[src/verilog/slidr_pkg.sv]
package slidr_pkg;
   // sector addressing
   localparam int SECTOR_ADDR_W = 9;
   localparam int SECTOR_COUNT = 512;
   localparam int LOCK_W = 8;
   // lock register layout
   localparam int LOCKDOWN_BIT = 1;
   localparam int WRITE_PROTECT_BIT = 0;
   localparam logic [7:0] LOCK_RESET = 8'h00;
   localparam logic [7:0] LOCK_WRITABLE_MASK = 8'h03;
   // identification sequence
   localparam int ID_LEN = 20;
   localparam int UNIQUE_IDENTIFIER_LEN = 14;
   localparam int ID_IDX_W = 5;
   // position of each field in the identification sequence
   localparam int ID_IDX_MANUFACTURER = 0;
   localparam int ID_IDX_MEMORY_TYPE = 1;
   localparam int ID_IDX_MEMORY_CAPACITY = 2;
   localparam int ID_IDX_REMAINING = 3;
   localparam int ID_IDX_EXTENDED = 4;
   localparam int ID_IDX_CONFIG = 5;
   localparam int ID_IDX_UNIQUE_FIRST = 6;
   // arbitrary neutral identity values
   localparam logic [7:0] MANUFACTURER_CODE = 8'h5c;
   localparam logic [7:0] MEMORY_TYPE_CODE = 8'h6d;
   localparam logic [7:0] MEMORY_CAPACITY_CODE = 8'h3e;
   localparam logic [7:0] REMAINING_COUNT = 8'h10;
   localparam logic [7:0] CONFIG_STANDARD = 8'h00;
   // extended identifier fields
   localparam int EXT_GEN_BIT = 6;
   localparam int EXT_BLOCK_PROTECT_SCHEME_BIT = 5;
   localparam int EXT_PINFN_BIT = 3;
   localparam int EXT_HWRST_BIT = 2;
   localparam logic [1:0] SECTOR_SIZE_UNIFORM_64K = 2'h0;
   // parameter table
   localparam int PARAM_ADDR_W = 8;
   localparam int PARAM_DEPTH = 256;

   typedef enum logic [2:0] {
      CMD_NONE = 3'b000,
      CMD_LOCK_WRITE = 3'b001,
      CMD_LOCK_READ = 3'b010,
      CMD_IDENT_READ = 3'b011,
      CMD_MULTILINE_IDENT_READ = 3'b100,
      CMD_PARAM_READ = 3'b101,
      CMD_SOFT_RESET = 3'b110
   } slidr_cmd_t;

   typedef struct packed {
      slidr_cmd_t cmd;
      logic [SECTOR_ADDR_W-1:0] sector;
      logic [7:0] data;
      logic [PARAM_ADDR_W-1:0] index;
   } slidr_req_t;

   typedef struct packed {
      logic [SECTOR_ADDR_W-1:0] sector;
      logic is_erase;
   } slidr_pe_t;
endpackage

[src/verilog/slidr_sector_lock.sv]
// Notes on behaviour
// RULE1: one 8-bit lock per sector; bits 7:2 read zero, bit1 lock-down, bit0 protect.
// RULE2: lock write runs only when the addressed lock-down flag is zero.
// RULE3: lock read returns the addressed sector's lock register.
// RULE4: lock-down zero after reset; once set, both flags frozen until reset.
// RULE5: write-protect zero after reset, so program and erase are allowed.
// RULE6: program or erase to a protected sector is refused.
// RULE7: both identification read commands deliver the same byte sequence.
// RULE8: identification byte 1 is the manufacturer code.
// RULE9: bytes 2 and 3 are memory type and capacity codes.
// RULE10: byte 4 holds remaining byte count, 10h.
// RULE11: byte 5 is extended identifier; byte 6 is 00h standard configuration.
// RULE12: bytes 7 to 20 are a 14-byte factory unique identifier.
// RULE13: extended byte: generation, block-protect scheme, pin function, reset pin, sector size.
// RULE14: parameter-table read command returns the discoverable parameter table.
// RULE15: every reset clears all write-protect flags, unlocking all sectors.
// RULE16: host should set write-protect before or with lock-down.
module slidr_sector_lock
   import slidr_pkg::*;
#(
   parameter logic [UNIQUE_IDENTIFIER_LEN*8-1:0] UNIQUE_IDENTIFIER = '0,
   parameter logic SECOND_GENERATION = 1'b1,
   parameter logic ALT_BLOCK_PROTECT_SCHEME = 1'b0,
   parameter logic RESET_PIN_FUNCTION = 1'b0,
   parameter logic EXTRA_HW_RESET_PIN = 1'b0,
   parameter logic [PARAM_DEPTH*8-1:0] PARAM_TABLE = '0
) (
   // clock and reset
   input wire logic clock,
   input wire logic rst,
   // command port
   input wire logic req_valid,
   input wire slidr_req_t req,
   output logic [7:0] rsp_data,
   output logic rsp_valid,
   // program and erase gating
   input wire logic pe_valid,
   input wire slidr_pe_t pe,
   output logic pe_grant,
   output logic pe_refused
);

   // decoded request strobes
   logic lock_write_req;
   logic lock_read_req;
   logic ident_read_req;
   logic param_read_req;
   logic soft_reset_req;
   logic read_req;
   logic lock_write_allowed;
   // stored flags, one array per flag
   logic lockdown_reg [SECTOR_COUNT];
   logic write_protect_reg [SECTOR_COUNT];
   // flags of the sectors addressed this cycle
   logic req_lockdown;
   logic req_write_protect;
   logic [1:0] req_sector_flags;
   logic pe_sector_protected;
   // answer byte sources
   logic [7:0] extended_identifier_byte;
   logic [7:0] rsp_next;

   // one strobe for one command code
   function automatic logic cmd_hit(input logic v, input slidr_cmd_t c, input slidr_cmd_t want);
      return v && (c == want);
   endfunction

   // lock register image; reserved bits read zero
   function automatic logic [7:0] lock_byte(input logic [1:0] f);
      logic [7:0] b;
      b = 8'h00;
      b[LOCKDOWN_BIT] = f[1];
      b[WRITE_PROTECT_BIT] = f[0];
      return b; // RULE1
   endfunction

   // unique identifier bytes, first one in the lowest bits
   function automatic logic [7:0] unique_identifier_byte(input logic [PARAM_ADDR_W-1:0] i);
      int k;
      k = int'(i) - ID_IDX_UNIQUE_FIRST;
      return UNIQUE_IDENTIFIER[k*8 +: 8]; // RULE12
   endfunction

   // parameter table bytes, byte 0 in the lowest bits
   function automatic logic [7:0] param_byte(input logic [PARAM_ADDR_W-1:0] i);
      return PARAM_TABLE[int'(i)*8 +: 8]; // RULE14
   endfunction

   // identification sequence; index is the byte number minus one
   function automatic logic [7:0] ident_byte(input logic [PARAM_ADDR_W-1:0] i, input logic [7:0] ext);
      logic [7:0] b;
      b = 8'h00;
      if (i == 8'(ID_IDX_MANUFACTURER)) begin
         b = MANUFACTURER_CODE; // RULE8
      end else if (i == 8'(ID_IDX_MEMORY_TYPE)) begin
         b = MEMORY_TYPE_CODE; // RULE9
      end else if (i == 8'(ID_IDX_MEMORY_CAPACITY)) begin
         b = MEMORY_CAPACITY_CODE; // RULE9
      end else if (i == 8'(ID_IDX_REMAINING)) begin
         b = REMAINING_COUNT; // RULE10
      end else if (i == 8'(ID_IDX_EXTENDED)) begin
         b = ext; // RULE11
      end else if (i == 8'(ID_IDX_CONFIG)) begin
         b = CONFIG_STANDARD; // RULE11
      end else if (i < 8'(ID_LEN)) begin
         b = unique_identifier_byte(i); // RULE12
      end
      return b;
   endfunction

   // extended identifier, fixed by the build options
   always_comb begin
      extended_identifier_byte = 8'h00;
      extended_identifier_byte[EXT_GEN_BIT] = SECOND_GENERATION; // RULE13
      extended_identifier_byte[EXT_BLOCK_PROTECT_SCHEME_BIT] = ALT_BLOCK_PROTECT_SCHEME; // RULE13
      extended_identifier_byte[EXT_PINFN_BIT] = RESET_PIN_FUNCTION; // RULE13
      extended_identifier_byte[EXT_HWRST_BIT] = EXTRA_HW_RESET_PIN; // RULE13
      extended_identifier_byte[1:0] = SECTOR_SIZE_UNIFORM_64K; // RULE13
   end

   // command decode
   always_comb begin
      lock_write_req = cmd_hit(req_valid, req.cmd, CMD_LOCK_WRITE);
      lock_read_req = cmd_hit(req_valid, req.cmd, CMD_LOCK_READ);
      ident_read_req = cmd_hit(req_valid, req.cmd, CMD_IDENT_READ)
                       || cmd_hit(req_valid, req.cmd, CMD_MULTILINE_IDENT_READ); // RULE7
      param_read_req = cmd_hit(req_valid, req.cmd, CMD_PARAM_READ);
      soft_reset_req = cmd_hit(req_valid, req.cmd, CMD_SOFT_RESET);
      read_req = lock_read_req || ident_read_req || param_read_req;
   end

   // addressed flags; a set lock-down flag blocks any lock write to its own sector
   always_comb begin
      req_lockdown = lockdown_reg[req.sector];
      req_write_protect = write_protect_reg[req.sector];
      req_sector_flags = {req_lockdown, req_write_protect};
      lock_write_allowed = lock_write_req && !req_lockdown; // RULE2 RULE4
      pe_sector_protected = write_protect_reg[pe.sector]; // RULE6
   end

   // lock-down flags; once set only a reset clears them
   always_ff @(posedge clock or posedge rst) begin
      if (rst) begin
         for (int s = 0; s < SECTOR_COUNT; s++) begin
            lockdown_reg[s] <= LOCK_RESET[LOCKDOWN_BIT]; // RULE4
         end
      end else if (soft_reset_req) begin
         for (int s = 0; s < SECTOR_COUNT; s++) begin
            lockdown_reg[s] <= LOCK_RESET[LOCKDOWN_BIT]; // RULE4
         end
      end else if (lock_write_allowed) begin
         lockdown_reg[req.sector] <= req.data[LOCKDOWN_BIT] & LOCK_WRITABLE_MASK[LOCKDOWN_BIT]; // RULE2 RULE4
      end
   end

   // write-protect flags; every reset unlocks every sector
   always_ff @(posedge clock or posedge rst) begin
      if (rst) begin
         for (int s = 0; s < SECTOR_COUNT; s++) begin
            write_protect_reg[s] <= LOCK_RESET[WRITE_PROTECT_BIT]; // RULE5 RULE15
         end
      end else if (soft_reset_req) begin
         for (int s = 0; s < SECTOR_COUNT; s++) begin
            write_protect_reg[s] <= LOCK_RESET[WRITE_PROTECT_BIT]; // RULE15
         end
      end else if (lock_write_allowed) begin
         write_protect_reg[req.sector] <= req.data[WRITE_PROTECT_BIT] & LOCK_WRITABLE_MASK[WRITE_PROTECT_BIT]; // RULE2
      end
   end

   // answer byte for the command now on the port
   always_comb begin
      rsp_next = 8'h00;
      unique case (req.cmd)
         CMD_LOCK_READ: begin
            rsp_next = lock_byte(req_sector_flags); // RULE3
         end
         CMD_IDENT_READ, CMD_MULTILINE_IDENT_READ: begin
            rsp_next = ident_byte(req.index, extended_identifier_byte); // RULE7
         end
         CMD_PARAM_READ: begin
            rsp_next = param_byte(req.index); // RULE14
         end
         CMD_NONE, CMD_LOCK_WRITE, CMD_SOFT_RESET: begin
            rsp_next = 8'h00;
         end
         default: begin
            rsp_next = 8'h00;
         end
      endcase
   end

   // answer strobe, one cycle per read command
   always_ff @(posedge clock or posedge rst) begin
      if (rst) begin
         rsp_valid <= 1'h0;
      end else begin
         rsp_valid <= read_req; // RULE3 RULE7 RULE14
      end
   end

   // answer byte, zero when nothing is read
   always_ff @(posedge clock or posedge rst) begin
      if (rst) begin
         rsp_data <= 8'h00;
      end else begin
         rsp_data <= read_req ? rsp_next : 8'h00;
      end
   end

   // program and erase answers, one cycle after the request
   always_ff @(posedge clock or posedge rst) begin
      if (rst) begin
         pe_grant <= 1'h0;
      end else begin
         pe_grant <= pe_valid && !pe_sector_protected; // RULE5 RULE6
      end
   end

   always_ff @(posedge clock or posedge rst) begin
      if (rst) begin
         pe_refused <= 1'h0;
      end else begin
         pe_refused <= pe_valid && pe_sector_protected; // RULE6
      end
   end

endmodule

[config.mk]
export PLATFORM = sky130hd
export DESIGN_NAME = slidr_sector_lock
export DESIGN_NICKNAME = d
export VERILOG_FILES = /design/src/verilog/slidr_pkg.sv /design/src/verilog/slidr_sector_lock.sv
export SDC_FILE = /design/constraint.sdc
export NUM_CORES = 2
export LEC_CHECK = 0
export BUFFER_PORTS_ARGS = -buffer_cell sky130_fd_sc_hd__buf_4
export CORE_ASPECT_RATIO = 0.7
export CORE_MARGIN = 3
export CORE_UTILIZATION = 40
export DETAILED_ROUTE_END_ITERATION = 16
export PLACE_DENSITY = 0.56
export SYNTH_ARGS = -nofsm -noshare
export SYNTH_HDL_FRONTEND = slang
export SYNTH_SLANG_ARGS = --single-unit
export TNS_END_PERCENT = 100
[constraint.sdc]
create_clock -name clock -period 34 [get_ports clock]
set_input_delay 0 -clock clock [delete_from_list [all_inputs] [get_ports clock]]
set_output_delay 0 -clock clock [all_outputs]
set_load 0.02 [all_outputs]
# Word level (Yosys, flattened, before mapping)
# Index checks and enable logic that the tools add are counted.
totals:
  register_bits: 1035
  inputBits: 42
  output_inout_bits: 11
  word_cells: 1092
classes:
  reduce_logical: 18
  addsub: 1
  magnitude_cmp: 4
  bitwise: 2
  shift: 2
  muxes: 26
  eq_ne: 11
ops:
  columns: ["operator", "n"]
  rows:
  - ["2-to-1 mux 512 bit", 4]
  - ["indexed part select 2048 x 12 -> 8 bit, first input constant", 1]
  - ["bitwise mux 512 bit", 2]
  - ["indexed part select 112 x 12 -> 8 bit, first input constant", 1]
  - ["2-to-1 mux 8 bit", 8]
  - ["binary-select mux 1 bit (select 9 bit)", 3]
  - ["case mux 8 bit (3 select lines)", 1]
  - [">= comparator 10 bit, second input constant", 2]
  - ["NOT 9 -> 10 bit", 2]
  - ["== test 8 x 2 -> 1 bit, second input constant", 2]
  - ["== test 8 x 3 -> 1 bit, second input constant", 2]
  - ["logical AND 1 bit", 10]
  - ["< comparator 10 x 1 -> 1 bit, second input constant", 1]
  - ["demux 1 bit (select 9 bit)", 1]
  - ["== test 3 bit, second input constant", 3]
  - ["subtractor 8 x 3 -> 9 bit, second input constant", 1]
  - ["== test 8 x 1 -> 1 bit, second input constant", 1]
  - ["logical NOT 8 bit", 1]
  - ["< comparator 8 x 5 -> 1 bit, second input constant", 1]
  - ["2-to-1 mux 1 bit", 7]
  - ["== test 3 x 2 -> 1 bit, second input constant", 2]
  - ["== test 3 x 1 -> 1 bit, second input constant", 1]
  - ["logical OR 1 bit", 3]
  - ["logical NOT 1 bit", 2]
  - ["other kinds (2)", 2]

# Depth between registers and ports, before layout
logic_depth:
  depth_word: 11
  ltp_mapped: 16
  depth_no_buf: 8

# Least setup slack after synthesis
# No wires, ideal clock.
synth_path:
  kind: "input port to flip-flop"
  from: "input port req[17] in the netlist's numbering"
  to: "register rsp_data[0]"
  required_time_ps: 33867
  path_slack_ps: 31212
  setup_ps: 133
  path_buffers: 5
  arrival_time_ps: 2655
  path_stages: 10
  path_cell_list: "buf_2 -> buf_4 -> buf_4 -> buf_4 -> buf_1 -> mux4_2 -> mux4_2 -> mux4_2 -> a31oi_1 -> o211ai_1"
synth_between:
  elab_chain_len: 6
synth_rtl:
  columns: ["element", "line_no", "text"]
  rows:
  - ["start: declaration", "slidr_sector_lock.sv:33", "input wire slidr_req_t req,"]
  - ["NOT 9 -> 10 bit (implied by the code)", "slidr_sector_lock.sv:135", "req_write_protect = write_protect_reg[req.sector];"]
  - ["binary-select mux 1 bit (select 9 bit)", "slidr_sector_lock.sv:135", null]
  - ["2-to-1 mux 1 bit (implied by the code) (2 in a row)", "slidr_sector_lock.sv:135", null]
  - ["case mux 8 bit (3 select lines)", "slidr_sector_lock.sv:174", "unique case (req.cmd)"]
  - ["2-to-1 mux 8 bit", "slidr_sector_lock.sv:207", "rsp_data <= read_req ? rsp_next : 8'h00;"]
  - ["end signal: assignment", "slidr_sector_lock.sv:207", null]
  - ["end: declaration", "slidr_sector_lock.sv:34", "output logic [7:0] rsp_data,"]
# Every way passes these cells. The select of a mux whose other input is x is not followed.
# A chain may end at the register's enable or synchronous reset.

# Worst setup path in the final report
layout_path:
  from: "input port req[17] in the netlist's numbering"
  to: "register lockdown_reg[167] in the netlist's numbering"
layout_between:
  elab_chain_len: 8
  elab_cells_between_ends: 15
  cone_classes: "order compare (2); mux (8); bitwise (1); reduce/logical (4)"
layout_rtl:
  columns: ["element", "line_no", "text"]
  rows:
  - ["NOT 9 -> 10 bit (implied by the code) (*)", "slidr_sector_lock.sv:134, slidr_sector_lock.sv:152", null]
  - [">= comparator 10 bit (implied by the code) / < comparator 10 x 1 -> 1 bit (equally long branches)", "slidr_sector_lock.sv:152", "lockdown_reg[req.sector] <= req.data[LOCKDOWN_BIT] & LOCK_WRITABLE_MASK[LOCKDOWN_BIT];"]
  - ["logical AND 1 bit (implied by the code)", "slidr_sector_lock.sv:152", null]
  - ["2-to-1 mux 1 bit (implied by the code)", "slidr_sector_lock.sv:152", null]
  - ["demux 1 bit (select 9 bit)", "slidr_sector_lock.sv:152", null]
  - ["bitwise mux 512 bit", "slidr_sector_lock.sv:152", null]
  - ["2-to-1 mux 512 bit", "slidr_sector_lock.sv:151", "end else if (lock_write_allowed) begin"]
  - ["2-to-1 mux 512 bit", "slidr_sector_lock.sv:147", "end else if (soft_reset_req) begin"]
  - ["end signal: indexed assignment", "slidr_sector_lock.sv:145", "lockdown_reg[s] <= LOCK_RESET[LOCKDOWN_BIT];"]
  - ["end signal: indexed assignment", "slidr_sector_lock.sv:149", "lockdown_reg[s] <= LOCK_RESET[LOCKDOWN_BIT];"]
  - ["end signal: indexed assignment", "slidr_sector_lock.sv:152", null]
  - ["end: declaration", "slidr_sector_lock.sv:52", "logic lockdown_reg [SECTOR_COUNT];"]
# Mark *: on every way between the ends. The rest lies on a longest branch, timed or not. The select of a mux whose other input is x is not followed.

==> results.md <==
* Status: finished with violations
* Violations in the final reports: negative hold slack
* DR vias at about 45,000
* Cells after Synth at around 5,400
* Async set-reset flop share out of synthesis at 1.00
* Fillers at between 10,000 and 15,000
* Register Area at ~26,000 um2
* Drt via density at around 6.3
* Max-slew violation count at 0
* Final ANT Viol Nets at 0
* Fin Setup TNS at 0 ns
* Final setup vio count at 0
* CP max FO at between 100 and 150
* # rows at ~120
* Hpwl dp at approximately 120,000 um
* Syn nets at 5,442
* Simple-gate share of the synthesized area at 0.136
* Primary FF master, synth: dfrtp_1
* Total track usage at 0.263
* CTS Sinks at between 1,000 and 1,500
* GRT met2 Usage at 0.374
* Initial antenna violation count at 4
* Peak Freq at roughly 170 MHz
* Worst hold slack at -0.0377 ns
* CTS buffer count at 106
* Sequential-to-total area share from yosys stat at 0.439
* Share of cells above drive strength 1 at 0.218
* Max_cap viols at 0
* Post-synthesis mux area share at 0.222
* Final min period at about 5.7 ns
* Clk_skew at between 0.03 and 0.04 ns
* Period Utilization, post-route at 0.169
* Worst Path Arrival at between 6 and 7 ns
* Main combinational cell family by area after synthesis: multiplexers
* Critical Path Source Type: input port
* CTS tree: done
* LEAKAGE at roughly 28 nW
* 1st-iter DRT viols at 5,376
* H-tree depth at 3
* Clock insertion delay at the later pin of the skew report at between 0.7 and 0.8 ns
* Clock buffer depth at 3
* Core Region at roughly 150,000 um2
* Xor-xnor portion of the synthesized cell area at 0.000298
* Total gr overflow at 0
* Residual DRC at 0
* Port bufs at 44
* CP Class: in -> reg
* Area Growth Syn to Fin at 8.58%
* Drt total wl at about 200,000 um
* Grt met3 use at 0.0675
* Gr busiest metal: met1
* Global-route wire length before repair at approximately 300,000 um
* Die ar. at 152,000 um2
* DRT Pass-1 Iters at 8
* CP endpoint kind: register
* Clock transition at path regs at approximately 0.070 ns
* Syn_area_per_cell at 10.9 um2
* Slew @ Worst Pin at around 1.3 ns
* Unrepaired setup endpoints after global routing: false
* Ys Warns at 0
* Starting Density at 0.404
* Post-CTS Setup Inserts at 0
* #FFs+latches synth at between 1,000 and 1,500
* Avg WL per Cell at between 20 and 30 um
* Die Span X at 464 um
* Largest net degree at the start of global routing at 163
* I/O pin total at 53
* Nets at ~5,200
* Number of synthesized flops with an enable pin at 0
* Vias in the first global route at 44,200
* Hold Fails Final Rpt at 11
* Area of the multi-input gates at 30,400 um2
* Synth Area in Adders at 0
* Synth cell types at a little under 70
* RD Place Congestion at a little under 0.9
* Worst VDD drop at around 0.038 mV
* Die height at approximately 330 um
* Root Buffer: clkbuf_16
* Hold crit path type: in -> async
* Max_slew headroom at 0.108
* Compound-Gate Fraction of Synth Area at 0.156
* Post-synthesis cell area at just under 60,000 um2
* Power per Cell Area at between 40 and 50 nW/um2
* Met1 usage at 0.395
* Critical path required time at 34.57 ns
* Final Power at around 2.7 mW
[synthesized netlist by cell type, drive strengths merged, types with 8 or more instances]
master,instances,share of area
nand2,1071,0.068
nand2b,11,0.0012
buf,200,0.024
o21ai,143,0.012
nand4,10,0.0011
a2111oi,9,0.0013
mux4,310,0.12
a22oi,90,0.011
o31ai,515,0.10
a22o,8,0.0012
a221oi,10,0.0015
mux2i,589,0.10
a211oi,19,0.0024
dfrtp,1033,0.44
and2,20,0.0021
nor2b,20,0.0021
nor2,179,0.011
o22ai,19,0.0020
nor3,32,0.0031
nand3,484,0.041
clkbuf,348,0.022
a21oi,171,0.015
mux2,14,0.0027
[stage by stage]
stage          cells  cell area (um2)  utilization  setup slack [ns]
3_3_place_gp    6974            60000        0.412             27.63
6_report        7197            63900        0.438             28.25
3_5_place_dp    6974            60000        0.412             27.55
5_1_grt         7196            63900        0.438             28.09
2_1_floorplan   5400            58800            -              4.93
4_1_cts         7196            63900        0.438             28.32
[worst max-delay path, cell delays in order]
cell and delay (ns):
buf_8 0.62, buf_12 0.61, buf_4 0.77, mux4_2 0.37
mux2i_1 0.06, a22o_1 0.28, nor4b_2 0.82, and4bb_1 0.32
nand4_1 0.13, buf_4 0.82, buf_4 1.02, o31ai_2 0.17
[cell families (layout without fill, tap and decap cells)]
| group | Yosys count | in the layout |
|---|---|---|
| multiplexers | 913 | 913 |
| XOR/XNOR | 2 | 2 |
| AND/OR/NAND/NOR | 1872 | 1872 |
| buffers and inverters | 554 | 387 |
| other | 1 | 2 |
| flip-flops | 1033 | 1033 |
| AO/OA/AOI/OAI | 1025 | 1025 |
[layer usage]
layer / wire [um] / part of all wire / up-vias
met5: 56 / 0.00027 / -
met4: 5280 / 0.026 / 4
met3: 19500 / 0.096 / 343
met2: 87100 / 0.43 / 2024
met1: 91700 / 0.45 / 23700
li1: - / - / 19300
[repair_timing]
item | CTS | global route
resized for setup | 0 | 0
endpoints found under the hold margin | 264 | 0
hold buffers | 25 | 0
[final cells by class]
| class | count | area share |
|---|---|---|
| clock inverters | 41 | 0.00740 |
| multi-input cells | 3813 | 0.476 |
| clock buffers | 156 | 0.0487 |
| flip-flops and latches | 1033 | 0.405 |
| well taps | 1963 | 0.0384 |
| repair buffers | 184 | 0.0240 |
| diodes | 1 | 0.0000392 |
| inverters | 6 | 0.000470 |
[report_power, final]
part,total [mW],internal [mW],switching [mW]
Sequential,1.23,1.23,0.000848
Clock,1.24,0.696,0.540
Combinational,0.263,0.0478,0.215
Total,2.73,1.97,0.756
[cell usage in the layout, fill, tap and decap left out, types with 7 or more instances in the layout]
| cell type | instances |
|---|---|
| a22oi_1 | 90 |
| nand4_1 | 10 |
| a221oi_1 | 10 |
| nor2b_1 | 18 |
| clkbuf_16 | 107 |
| o31ai_2 | 445 |
| a21oi_1 | 171 |
| o31ai_1 | 70 |
| bufinv_16 | 8 |
| nand2_1 | 1062 |
| clkbuf_8 | 26 |
| a211oi_1 | 19 |
| nor2_1 | 175 |
| o21ai_0 | 143 |
| mux2_2 | 14 |
| nand2b_1 | 11 |
| buf_4 | 150 |
| nand2_4 | 9 |
| dlygate4sd3_1 | 25 |
| a2111oi_0 | 9 |
| clkinv_2 | 21 |
| mux2i_1 | 589 |
| clkbuf_1 | 24 |
| a31oi_1 | 7 |
| dfrtp_1 | 1033 |
| mux4_2 | 310 |
| o22ai_1 | 19 |
| a22o_1 | 8 |
| nand3_1 | 484 |
| and2_1 | 17 |
| nor3_1 | 26 |
[path summary, 6_finish.rpt]
kind	startpoint	endpoint	slack, ns	cells past startpoint
worst max-delay path	req[17]	lockdown_reg[167]$_DFFE_PP0P_	28.25	12
worst min-delay path	rst	lockdown_reg[415]$_DFFE_PP0P_	-0.04	3
worst max register to register	lockdown_reg[89]$_DFFE_PP0P_	lockdown_reg[167]$_DFFE_PP0P_	29.03	11
worst min register to register	lockdown_reg[416]$_DFFE_PP0P_	lockdown_reg[416]$_DFFE_PP0P_	0.47	2
max in group asynchronous	rst	write_protect_reg[336]$_DFFE_PP0P_	30.02	7
min in group clock	pe_valid	pe_grant$_DFF_PP0_	0.05	3
Note: power is estimated with default switching activity, not from simulation.
